**config.mk**
```make
export PLATFORM = sky130hd
export DESIGN_NAME = ftpc_top
export DESIGN_NICKNAME = d
export VERILOG_FILES = /design/src/ftpc_pkg_unused_guard.sv /design/src/ftpc_pkg.sv /design/src/ftpc_top.sv
export SDC_FILE = /design/constraint.sdc
export NUM_CORES = 1
export LEC_CHECK = 0
export ABC_AREA = 1
export BUFFER_PORTS_ARGS = -buffer_cell sky130_fd_sc_hd__buf_4
export CORE_ASPECT_RATIO = 0.8
export CORE_UTILIZATION = 30
export DETAILED_ROUTE_END_ITERATION = 10
export GPL_ROUTABILITY_DRIVEN = 0
export RECOVER_POWER = 50
export SYNTH_ARGS = -nofsm -noshare
export SYNTH_HDL_FRONTEND = slang
export SYNTH_SLANG_ARGS = --single-unit
```
**constraint.sdc**
```tcl
create_clock -name pclk -period 11.55 [get_ports pclk]
set_input_delay 2.8875 -clock pclk [delete_from_list [all_inputs] [get_ports pclk]]
set_output_delay 2.8875 -clock pclk [all_outputs]
set_load 0.1 [all_outputs]
```
**src/ftpc_pkg_unused_guard.sv**
```systemverilog
`default_nettype none
`default_nettype wire

```
**src/ftpc_pkg.sv**
```systemverilog
// Purpose: constants for the fault and thermal protection controller
// Assumes: 20 MHz pclk, APB word addressing (byte address = 4 * index)
// Notes: temperatures in whole degrees C, rolloff level in per mille
`default_nettype none
package ftpc_pkg;
   localparam int unsigned CLK_HZ = 20_000_000;
   // register indices, byte address is four times these
   localparam logic [7:0] IDX_CTRL = 8'h01;
   localparam logic [7:0] IDX_FLAGS = 8'h07;
   localparam logic [7:0] IDX_DELAY = 8'h08;
   localparam logic [7:0] IDX_REPORT = 8'h0A;
   localparam logic [7:0] IDX_IRQ_ST = 8'h0C;
   localparam logic [7:0] IDX_IRQ_CLR = 8'h0D;
   localparam logic [7:0] IDX_IRQ_EN = 8'h0E;
   // field positions
   localparam int CTRL_ROLL_BIT = 0;
   localparam int REP_OS_BIT = 0;
   localparam int REP_TSD_BIT = 1;
   localparam int FLG_OPEN_LSB = 0;
   localparam int FLG_SHORT_LSB = 3;
   localparam int FLG_TSD_BIT = 6;
   localparam int DELAY_W = 4;
   localparam int IRQ_OPEN_BIT = 0;
   localparam int IRQ_SHORT_BIT = 1;
   localparam int IRQ_TSD_BIT = 2;
   // reset values
   localparam logic RST_ROLL_EN = 1'b1;
   localparam logic RST_OS_EN = 1'b1;
   localparam logic RST_TSD_REP = 1'b1;
   localparam logic [DELAY_W-1:0] RST_DELAY = 4'h0;
   // thermal thresholds and rolloff slope
   localparam logic [7:0] T_ROLL_C = 8'h91;
   localparam logic [7:0] T_SHUT_C = 8'hAF;
   localparam logic [7:0] T_RESTART_C = 8'h91;
   localparam logic [15:0] ROLL_SLOPE_PM = 16'h0026;
   localparam logic [15:0] LEVEL_FULL_PM = 16'h03E8;
   localparam logic [15:0] LEVEL_OFF_PM = 16'h0032;
   // timing
   localparam int unsigned SHORT_MS = 5;
   localparam int unsigned SHORT_CYC = SHORT_MS * (CLK_HZ / 1000);
   localparam int unsigned OPEN_STEP_US = 1000;
   localparam int unsigned OPEN_STEP_CYC = OPEN_STEP_US * (CLK_HZ / 1_000_000);
   localparam int CNT_W = 24;
endpackage
`default_nettype wire

```
**src/ftpc_top.sv**
```systemverilog
// Purpose: fault flags, thermal rolloff/shutdown and open-drain alert for three LED channels
// Assumes: comparator and temperature inputs synchronous to pclk; APB3 slave with zero-wait answer
// Notes: alert pin is pulled low by raising fault_alert_n_oe; output value is always low
// How it works
// report register disables open/short detection and reporting
// open fault delayed by programmable delay field
// rolloff 3.8 per degree above 145, off at 5
// control bit disables thermal rolloff
// above 175 channels off, flag, alert low
// restart requests ignored until below 145
// restart clears shutdown flag, releases alert
// report bit keeps shutdown off the alert
// open keeps sourcing, flags, alerts, clears on end
// short 5ms cuts to 4mA, flags, restores
// alert low while any reported flag set
`default_nettype none
module ftpc_top import ftpc_pkg::*; #(
   parameter int unsigned SHORT_CYCLES = SHORT_CYC,
   parameter int unsigned OPEN_STEP_CYCLES = OPEN_STEP_CYC
) (
   // clock and reset
   input wire logic pclk,
   input wire logic presetn,
   // apb slave
   input wire logic psel,
   input wire logic penable,
   input wire logic pwrite,
   input wire logic [11:0] paddr,
   input wire logic [31:0] pwdata,
   output logic [31:0] prdata,
   output logic pready,
   output logic pslverr,
   // detectors and requests
   input wire logic [2:0] open_det,
   input wire logic [2:0] short_det,
   input wire logic [7:0] die_temp_c,
   input wire logic [2:0] chan_on_req,
   // channel controls
   output logic [2:0] chan_enable,
   output logic [2:0] chan_short_limit,
   output logic [9:0] rolloff_permille,
   // alert pin and interrupt
   output logic fault_alert_n_out,
   output logic fault_alert_n_oe,
   output logic irq
);
   localparam logic [CNT_W-1:0] SHORT_LIM = CNT_W'(SHORT_CYCLES);
   localparam logic [CNT_W-1:0] STEP_LIM = CNT_W'(OPEN_STEP_CYCLES);

   typedef struct packed {
      logic roll_en;
      logic [DELAY_W-1:0] delay;
      logic os_en;
      logic tsd_rep;
      logic [2:0] irq_en;
      logic [2:0] irq_st;
      logic [2:0] open_f;
      logic [2:0] short_f;
      logic overtemp_shutdown_flag;
      logic [2:0][CNT_W-1:0] oc_cnt;
      logic [2:0][CNT_W-1:0] sc_cnt;
      logic [2:0] chan_en;
      logic [2:0] limit;
      logic [9:0] level;
      logic alert_oe;
      logic irq;
      logic [31:0] prdata;
      logic pready;
      logic pslverr;
   } ftpc_state_t;

   ftpc_state_t s_q, s_d;

   // saturating persistence counter, cleared when the condition drops
   function automatic logic [CNT_W-1:0] f_persist(input logic [CNT_W-1:0] c, input logic cond,
                                                  input logic [CNT_W-1:0] lim);
      if (!cond) begin
         f_persist = '0;
      end else if (c < lim) begin
         f_persist = c + CNT_W'(1);
      end else begin
         f_persist = c;
      end
   endfunction

   // decode a word index, valid only on aligned addresses
   function automatic logic f_hit(input logic [11:0] a, input logic [7:0] idx);
      f_hit = (a[1:0] == 2'b00) && (a[9:2] == idx) && (a[11:10] == 2'b00);
   endfunction

   logic [CNT_W-1:0] open_lim;
   logic [15:0] roll_drop;
   logic [15:0] level_c;
   logic roll_cut;
   logic wr_acc;
   logic rd_ok;
   logic [31:0] rd_val;
   logic [2:0] open_new;
   logic [2:0] short_new;
   logic [2:0] ev;

   always_comb begin
      s_d = s_q;
      open_lim = CNT_W'(s_q.delay) * STEP_LIM;
      roll_drop = '0;
      level_c = LEVEL_FULL_PM;
      rd_val = '0;
      rd_ok = 1'b1;
      ev = '0;
      open_new = '0;
      short_new = '0;
      // thermal rolloff level, linear above the rollback threshold
      if (s_q.roll_en && die_temp_c > T_ROLL_C) begin
         roll_drop = ROLL_SLOPE_PM * 16'(die_temp_c - T_ROLL_C);
         level_c = (roll_drop >= LEVEL_FULL_PM) ? 16'h0000 : LEVEL_FULL_PM - roll_drop;
      end
      roll_cut = s_q.roll_en && (level_c <= LEVEL_OFF_PM);
      s_d.level = level_c[9:0];
      // open and short persistence per channel
      for (int i = 0; i < 3; i++) begin
         s_d.oc_cnt[i] = f_persist(s_q.oc_cnt[i], open_det[i] && s_q.os_en, open_lim);
         s_d.sc_cnt[i] = f_persist(s_q.sc_cnt[i], short_det[i] && s_q.os_en, SHORT_LIM);
         open_new[i] = open_det[i] && s_q.os_en && (s_q.oc_cnt[i] >= open_lim);
         short_new[i] = short_det[i] && s_q.os_en && (s_q.sc_cnt[i] >= SHORT_LIM);
      end
      s_d.open_f = open_new;
      s_d.short_f = short_new;
      s_d.limit = short_new;
      // thermal shutdown latch; restart needs cool die and a request
      if (die_temp_c > T_SHUT_C) begin
         s_d.overtemp_shutdown_flag = 1'b1;
      end else if (s_q.overtemp_shutdown_flag && die_temp_c < T_RESTART_C && |chan_on_req) begin
         s_d.overtemp_shutdown_flag = 1'b0;
      end
      // open faults keep sourcing; only shutdown and deep rolloff cut the channel
      s_d.chan_en = (s_d.overtemp_shutdown_flag || roll_cut) ? 3'b000 : chan_on_req;
      // alert follows the reported flags
      s_d.alert_oe = (s_q.os_en && |{s_d.open_f, s_d.short_f}) || (s_q.tsd_rep && s_d.overtemp_shutdown_flag);
      // sticky events on rising flags
      ev[IRQ_OPEN_BIT] = |(s_d.open_f & ~s_q.open_f);
      ev[IRQ_SHORT_BIT] = |(s_d.short_f & ~s_q.short_f);
      ev[IRQ_TSD_BIT] = s_d.overtemp_shutdown_flag && !s_q.overtemp_shutdown_flag;
      // apb: answer in the first cycle of the access phase
      s_d.pready = psel && !penable;
      wr_acc = psel && penable && s_q.pready && pwrite;
      unique case (1'b1)
         f_hit(paddr, IDX_CTRL): rd_val[CTRL_ROLL_BIT] = s_q.roll_en;
         f_hit(paddr, IDX_FLAGS): rd_val[FLG_TSD_BIT:0] = {s_q.overtemp_shutdown_flag, s_q.short_f, s_q.open_f};
         f_hit(paddr, IDX_DELAY): rd_val[DELAY_W-1:0] = s_q.delay;
         f_hit(paddr, IDX_REPORT): rd_val[REP_TSD_BIT:REP_OS_BIT] = {s_q.tsd_rep, s_q.os_en};
         f_hit(paddr, IDX_IRQ_ST): rd_val[2:0] = s_q.irq_st;
         f_hit(paddr, IDX_IRQ_CLR): rd_val = '0;
         f_hit(paddr, IDX_IRQ_EN): rd_val[2:0] = s_q.irq_en;
         default: rd_ok = 1'b0;
      endcase
      // answer stands one cycle, so a stale error never leaks into the next access
      s_d.prdata = 32'h0000_0000;
      s_d.pslverr = 1'b0;
      if (psel && !penable) begin
         s_d.prdata = pwrite ? 32'h0000_0000 : rd_val;
         s_d.pslverr = !rd_ok;
      end
      s_d.irq_st = s_q.irq_st;
      if (wr_acc && rd_ok) begin
         if (f_hit(paddr, IDX_CTRL)) s_d.roll_en = pwdata[CTRL_ROLL_BIT];
         if (f_hit(paddr, IDX_DELAY)) s_d.delay = pwdata[DELAY_W-1:0];
         if (f_hit(paddr, IDX_REPORT)) begin
            s_d.os_en = pwdata[REP_OS_BIT];
            s_d.tsd_rep = pwdata[REP_TSD_BIT];
         end
         if (f_hit(paddr, IDX_IRQ_EN)) s_d.irq_en = pwdata[2:0];
         if (f_hit(paddr, IDX_IRQ_CLR)) s_d.irq_st = s_q.irq_st & ~pwdata[2:0];
      end
      // set wins over a clear in the same cycle
      s_d.irq_st = s_d.irq_st | ev;
      s_d.irq = |(s_d.irq_st & s_d.irq_en);
   end

   // single state register
   always_ff @(posedge pclk or negedge presetn) begin
      if (!presetn) begin
         s_q <= '0;
         s_q.roll_en <= RST_ROLL_EN;
         s_q.delay <= RST_DELAY;
         s_q.os_en <= RST_OS_EN;
         s_q.tsd_rep <= RST_TSD_REP;
         s_q.level <= LEVEL_FULL_PM[9:0];
      end else begin
         s_q <= s_d;
      end
   end

   // outputs straight from the state flops, except the alert output value, which is tied low
   assign prdata = s_q.prdata;
   assign pready = s_q.pready;
   assign pslverr = s_q.pslverr;
   assign chan_enable = s_q.chan_en;
   assign chan_short_limit = s_q.limit;
   assign rolloff_permille = s_q.level;
   assign fault_alert_n_out = 1'b0; // open drain: only ever pulls low
   assign fault_alert_n_oe = s_q.alert_oe;
   assign irq = s_q.irq;

   // checks
   property p_os_disable;
      @(posedge pclk) disable iff (!presetn)
      !s_q.os_en |=> (s_q.open_f == 3'b000 && s_q.short_f == 3'b000);
   endproperty
   a_os_disable: assert property (p_os_disable) else $error("open/short flag while detection off");

   property p_open_delay;
      @(posedge pclk) disable iff (!presetn)
      $rose(s_q.open_f[0]) |-> s_q.oc_cnt[0] >= CNT_W'($past(s_q.delay)) * STEP_LIM;
   endproperty
   a_open_delay: assert property (p_open_delay) else $error("open flag before delay");

   property p_roll_off;
      @(posedge pclk) disable iff (!presetn)
      (s_q.roll_en && s_q.level <= LEVEL_OFF_PM[9:0]) |-> s_q.chan_en == 3'b000;
   endproperty
   a_roll_off: assert property (p_roll_off) else $error("channel on below rolloff floor");

   property p_roll_dis;
      @(posedge pclk) disable iff (!presetn)
      (!s_q.roll_en ##1 !s_q.roll_en) |-> s_q.level == LEVEL_FULL_PM[9:0];
   endproperty
   a_roll_dis: assert property (p_roll_dis) else $error("rolloff active while disabled");

   property p_shutdown;
      @(posedge pclk) disable iff (!presetn)
      die_temp_c > T_SHUT_C |=> s_q.overtemp_shutdown_flag && s_q.chan_en == 3'b000;
   endproperty
   a_shutdown: assert property (p_shutdown) else $error("no shutdown above limit");

   property p_no_restart_hot;
      @(posedge pclk) disable iff (!presetn)
      (s_q.overtemp_shutdown_flag && die_temp_c >= T_RESTART_C) |=> s_q.overtemp_shutdown_flag;
   endproperty
   a_no_restart_hot: assert property (p_no_restart_hot) else $error("restart while still hot");

   property p_restart;
      @(posedge pclk) disable iff (!presetn)
      $fell(s_q.overtemp_shutdown_flag) |-> !s_q.alert_oe || ($past(s_q.os_en) && |{s_q.open_f, s_q.short_f});
   endproperty
   a_restart: assert property (p_restart) else $error("alert held after restart");

   property p_tsd_report;
      @(posedge pclk) disable iff (!presetn)
      (s_q.alert_oe && !s_q.tsd_rep && !$past(s_q.tsd_rep)) |-> |{s_q.open_f, s_q.short_f};
   endproperty
   a_tsd_report: assert property (p_tsd_report) else $error("shutdown alert while unreported");

   property p_open_source;
      @(posedge pclk) disable iff (!presetn)
      (s_q.open_f[0] && !s_q.overtemp_shutdown_flag && s_q.level > LEVEL_OFF_PM[9:0]) |-> s_q.chan_en[0] == $past(chan_on_req[0]);
   endproperty
   a_open_source: assert property (p_open_source) else $error("open fault stopped channel");

   property p_short_limit;
      @(posedge pclk) disable iff (!presetn)
      s_q.short_f[1] |-> s_q.limit[1] && s_q.alert_oe;
   endproperty
   a_short_limit: assert property (p_short_limit) else $error("short without limit or alert");

   property p_alert;
      @(posedge pclk) disable iff (!presetn)
      ($past(s_q.tsd_rep) && s_q.overtemp_shutdown_flag) |-> s_q.alert_oe;
   endproperty
   a_alert: assert property (p_alert) else $error("reported flag without alert");

   // open flag must drop one edge after the condition ends
   property p_open_clear;
      @(posedge pclk) disable iff (!presetn)
      !open_det[0] |=> !s_q.open_f[0];
   endproperty
   a_open_clear: assert property (p_open_clear) else $error("open flag held after recovery");

   // full current back one edge after the short goes away
   property p_short_restore;
      @(posedge pclk) disable iff (!presetn)
      !short_det[1] |=> !s_q.limit[1];
   endproperty
   a_short_restore: assert property (p_short_restore) else $error("limit held after recovery");

   // apb answer comes exactly in the first access cycle
   property p_ready_setup;
      @(posedge pclk) disable iff (!presetn)
      (psel && !penable) |=> s_q.pready;
   endproperty
   a_ready_setup: assert property (p_ready_setup) else $error("no ready after setup");

   property p_ready_once;
      @(posedge pclk) disable iff (!presetn)
      (psel && penable) |=> !s_q.pready;
   endproperty
   a_ready_once: assert property (p_ready_once) else $error("ready held past access");

   // unaligned words are refused
   property p_err_unaligned;
      @(posedge pclk) disable iff (!presetn)
      (psel && !penable && paddr[1:0] != 2'h0) |=> s_q.pslverr && s_q.pready;
   endproperty
   a_err_unaligned: assert property (p_err_unaligned) else $error("unaligned access not refused");

   // a shutdown event always lands in the sticky status
   property p_irq_set;
      @(posedge pclk) disable iff (!presetn)
      ev[IRQ_TSD_BIT] |=> s_q.irq_st[IRQ_TSD_BIT];
   endproperty
   a_irq_set: assert property (p_irq_set) else $error("shutdown event lost");

   // level interrupt follows enabled status
   property p_irq_level;
      @(posedge pclk) disable iff (!presetn)
      s_q.irq == |(s_q.irq_st & s_q.irq_en);
   endproperty
   a_irq_level: assert property (p_irq_level) else $error("interrupt out of step with status");
endmodule
`default_nettype wire

```
# Word level (Yosys, flattened, before mapping)
# Cells that the tools add are included.
# totals
ff_bits	213
in_bits	66
output_inout_bits	53
wordCells	153
# op_classes
addsub	8
multipliers	2
n_lt_le_gt_ge	17
n_eq_ne	13
muxes	29
n_bitwise	8
reduce_logical	54
# op_table
operator	count
$mux 24	12
$add 24x1->24 const B	6
$ge 24x17->1 const B	3
$ge 24x19->1	3
$lt 24x17->1 const B	3
$lt 24x19->1	3
$eq 8x4->1 const B	5
$logic_and 1x1->1	38
$mux 16	2
$ge 16x10->1 const B	1
$gt 8x8->1 const B	2
$le 16x6->1 const B	1
$mul 5x16->15 const A	1
$sub 10x16->16 const A	1
$mul 4x10->14 const B	1
$mux 7	2
$and 3x3->3	4
$mux 3	4
$ne 2x1->1 const B	6
$reduce_or 3->1	4
$not 3->3	3
$sub 8x8->9 const B	1
$eq 8x1->1 const B	1
$eq 8x3->1 const B	1
other kinds (14)	23

# Depth between registers and ports, before layout
# logic_depth
ltp_word	10
ltp_mapped	31
depth_no_buf	31

# Worst setup path after synthesis
# No wires, ideal clock.
# synth_path
path_kind	input port to flip-flop
start	input port die_temp_c[0]
end	register s_q, in the netlist chan_enable[0]
setup_ns	0.071
arrival_ns	6.177
t_required_ns	11.479
slack_ns	5.301
path_stages	27
path_buffers	0
path_cell_list	inv_1 > ha_1 > nand2_2 > nand2_4 > nand2_1 > nand2_1 > nand2_1 > ha_1 > inv_1 > fa_1 > inv_1 > ha_1 > a21oi_2 > nor2_1 > nor2_1 > nand2_1 > nand2_1 > nand2_1 > nor2_1 > nand4_1 > nor2_4 > nand4_1 > nor2_1 > nand2_1 > nand2_1 > nand2_2 > nor2_1
# synth_rtl
item	line	source
start, declared	ftpc_top.sv:36	input wire logic [7:0] die_temp_c,
end, declared	ftpc_top.sv:72	ftpc_state_t s_q, s_d;

==> metrics <==
status=complete, but fails checks; failing checks=design-rule violations; XOR/XNOR Fraction of Synth Area=about 2.6%; Setup Skew=between 10 and 15 ps; Hold Crit Class=reg2reg; crit share post-route=55.73%; GRT Total Usage=between 10 and 15%; die area=around 42000 sq um; max_cap viols=0; Post-Synth Simple-Gate Area=about a quarter; CTS HTree Levels=4; clock sinks=about 190; DRC viols=1; initial core utilization=30.40%; Slew @ Worst Pin=~1300 ps; critical path class=in2reg; max-slew violation count=0; Clock Pin Slew Worst Setup and Hold Paths=70 ps; CP required=approximately 12000 ps; Max VDD drop=103.1 uV; most common cell after layout, fill and taps aside=nand2_1; hold path depth=1; GR Overflow Total=0; area share of the largest cell type after synthesis=36.07%; Ports=119; PortBufs=63; first-pass GRT wire length=around 47 mm; fraction of registers with async set/reset=100.0%; CTS Hold Bufs=0; Worst path most repeated cell=nand2_1; crit path capture type=flip-flop; Design Power=between 1.5 and 2 mW; largest net degree at the start of global routing=approximately 110; post-synth cell types=54; Syn Std Cell Area=around 12000 sq um; Placement Rows=66; Pre-antenna DRT Iters=8; f_max=roughly 160 MHz; share of layout cells above drive strength 1=under 10%; critical path launch point type=primary input; proportion of synthesized area in mux cells=0%; Worst Path Arrival=roughly 6800 ps; Metal-1 WL=~15 mm; Die Ht=183.5 um; CP max stage cell=fa_1; Synthesis Warnings=0; LEAKAGE=6.297 nW; crit-path max FO=7; dpl hpwl=22.06 mm; clk root buf=clkbuf_16; worst reg2reg startpoint=s_q[213]; clock latency on the worst-skew pair=~460 ps; compound-gate portion of the synthesized area=a little over a tenth; final setup TNS=0 ps; Hold Startpoint=s_q[104]; cell accounting for the most synthesized area=dfrtp_1; number of global-route vias before repair=roughly 9.5k; vias per inst=between 4 and 5; reg2reg setup slack=a little over 6000 ps; clock period minus worst slack=approximately 6400 ps; final hold viol count=0; adder-cell share of the synthesized area=approximately 11%; Post-synth EDFFs=0; final setup fails=0; final wirelength=28.83 mm; initial antenna violation count=1; remaining antenna violation count after routing=0; synth-to-layout area growth=11.38%; antenna cell count=0; Slew Limit Headroom=approximately an eighth; Worst R2R Path Depth=21; area of the core=40630 sq um; vias=slightly above 10k; RSZ-0062 raised after global routing=false; synth top area cells=dfrtp_1, ha_1, nand2_1; DR top layer=met5; worst setup margin=around 5100 ps; Post-synth top flop=dfrtp_1; Longest Clk Path Bufs=2; max incr delay on CP=520 ps; #FFs+latches synth=187; FF-to-FF End=s_q[130]; nets@finish=about 1.8k; PostCTS Resize Cnt=0; synthesized area per cell=around 7.7 sq um; worst-case hold slack=between 400 and 500 ps; main combinational cell family by area after synthesis=simple AND/OR/NAND/NOR gates; sequential area share after synthesis=37.98%; Syn Inst Count=between 1.5k and 2k; post-place setup slack=~4600 ps; metal2 WL=roughly 12 mm; CTS tree=built; WL per Instance=about 13 um; Worst Hold Path EP=s_q[104]; most frequent cells in the layout=nand2_1, inv_1, dfrtp_1; PwrDens=~120 nW/um^2; initial DRC count=approximately 640; Met3 Wirelength=between 1 and 1.5 mm; die span in x=228.8 um; TritonCTS Buffers=17; post-CTS setup buffers=0
[per-layer routing]
metal | GRT usage [%] | vias to the layer above
li1 | - | 5303
met1 | 19.63 | 4822
met2 | 21.34 | 200
met3 | 1.892 | 41
met4 | 6.373 | 2
met5 | 0 | -
[cell families after synthesis]
group                    Yosys count
AND/OR/NAND/NOR                  723
flip-flops                       187
adder cells (fa/ha/maj)          102
XOR/XNOR                          37
buffers and inverters            331
other                              1
AO/OA/AOI/OAI                    232
[cell type report]
cell class | count | area, sq um
clock buffer | 18 | 439.2
clock inverter | 14 | 153.9
fill | 4308 | 26870
inverter | 269 | 1010
multi-input combinational | 1121 | 6327
sequential | 187 | 4691
tap | 544 | 680.7
timing repair buffer | 65 | 452.9
[worst max-delay path: cells and delay by family]
family          cells  cell delay, ps
simple gates       19            1940
fa+ha+maj           4            1410
buf+inv             4             360
compound gates      1             210
[registers in the layout (all words and copies together), names as in the netlist]
register / count
chan_enable: 3
chan_short_limit: 3
fault_alert_n_oe: 1
irq: 1
prdata: 7
pready: 1
pslverr: 1
rolloff_permille: 9
s_q: 161
[worst max-delay path by stage]
| stage | endpoint | startpoint | slack (ps) | depth (start not counted) |
|---|---|---|---|---|
| detailed placement | chan_enable[1] | die_temp_c[0] | 4620 | 28 |
| CTS | chan_enable[1] | die_temp_c[0] | 5110 | 28 |
| global route | chan_enable[0] | die_temp_c[1] | 4740 | 27 |
| floorplan | chan_enable[0] | die_temp_c[0] | 5300 | 27 |
| global placement | chan_enable[2] | die_temp_c[0] | 4710 | 28 |
| finish | chan_enable[1] | die_temp_c[0] | 5110 | 28 |
[power breakdown]
group,total (mW),internal (mW),switching (mW)
Combinational,0.335,0.0945,0.241
Clock,0.587,0.295,0.292
Sequential,0.663,0.661,0.00225
Total,1.58,1.05,0.535
[cells in the mapped netlist, types with 6 or more instances]
| cell | count |
|---|---|
| dfstp_2 | 9 |
| ha_1 | 94 |
| nand2_1 | 297 |
| nand3_1 | 91 |
| dfrtp_1 | 178 |
| a21oi_1 | 91 |
| nand4_1 | 47 |
| buf_4 | 49 |
| nor4_1 | 20 |
| nand2_2 | 10 |
| a2bb2oi_1 | 6 |
| xnor2_1 | 6 |
| o21ai_0 | 83 |
| nor3_1 | 57 |
| nor2_1 | 171 |
| fa_1 | 8 |
| clkbuf_1 | 11 |
| xor2_1 | 31 |
| inv_1 | 264 |
| o31ai_1 | 10 |
| a211oi_1 | 6 |
| a31oi_1 | 7 |
[stage by stage]
stage | std cells | instance area, sq um | util, %
2_1_floorplan | 1639 | 12450 | -
3_3_place_gp | 2186 | 13200 | 32.50
3_5_place_dp | 2186 | 13200 | 32.50
4_1_cts | 2218 | 13800 | 33.96
5_1_grt | 2218 | 13750 | 33.85
6_report | 2218 | 13750 | 33.85
(Power assumes the default switching activity.)
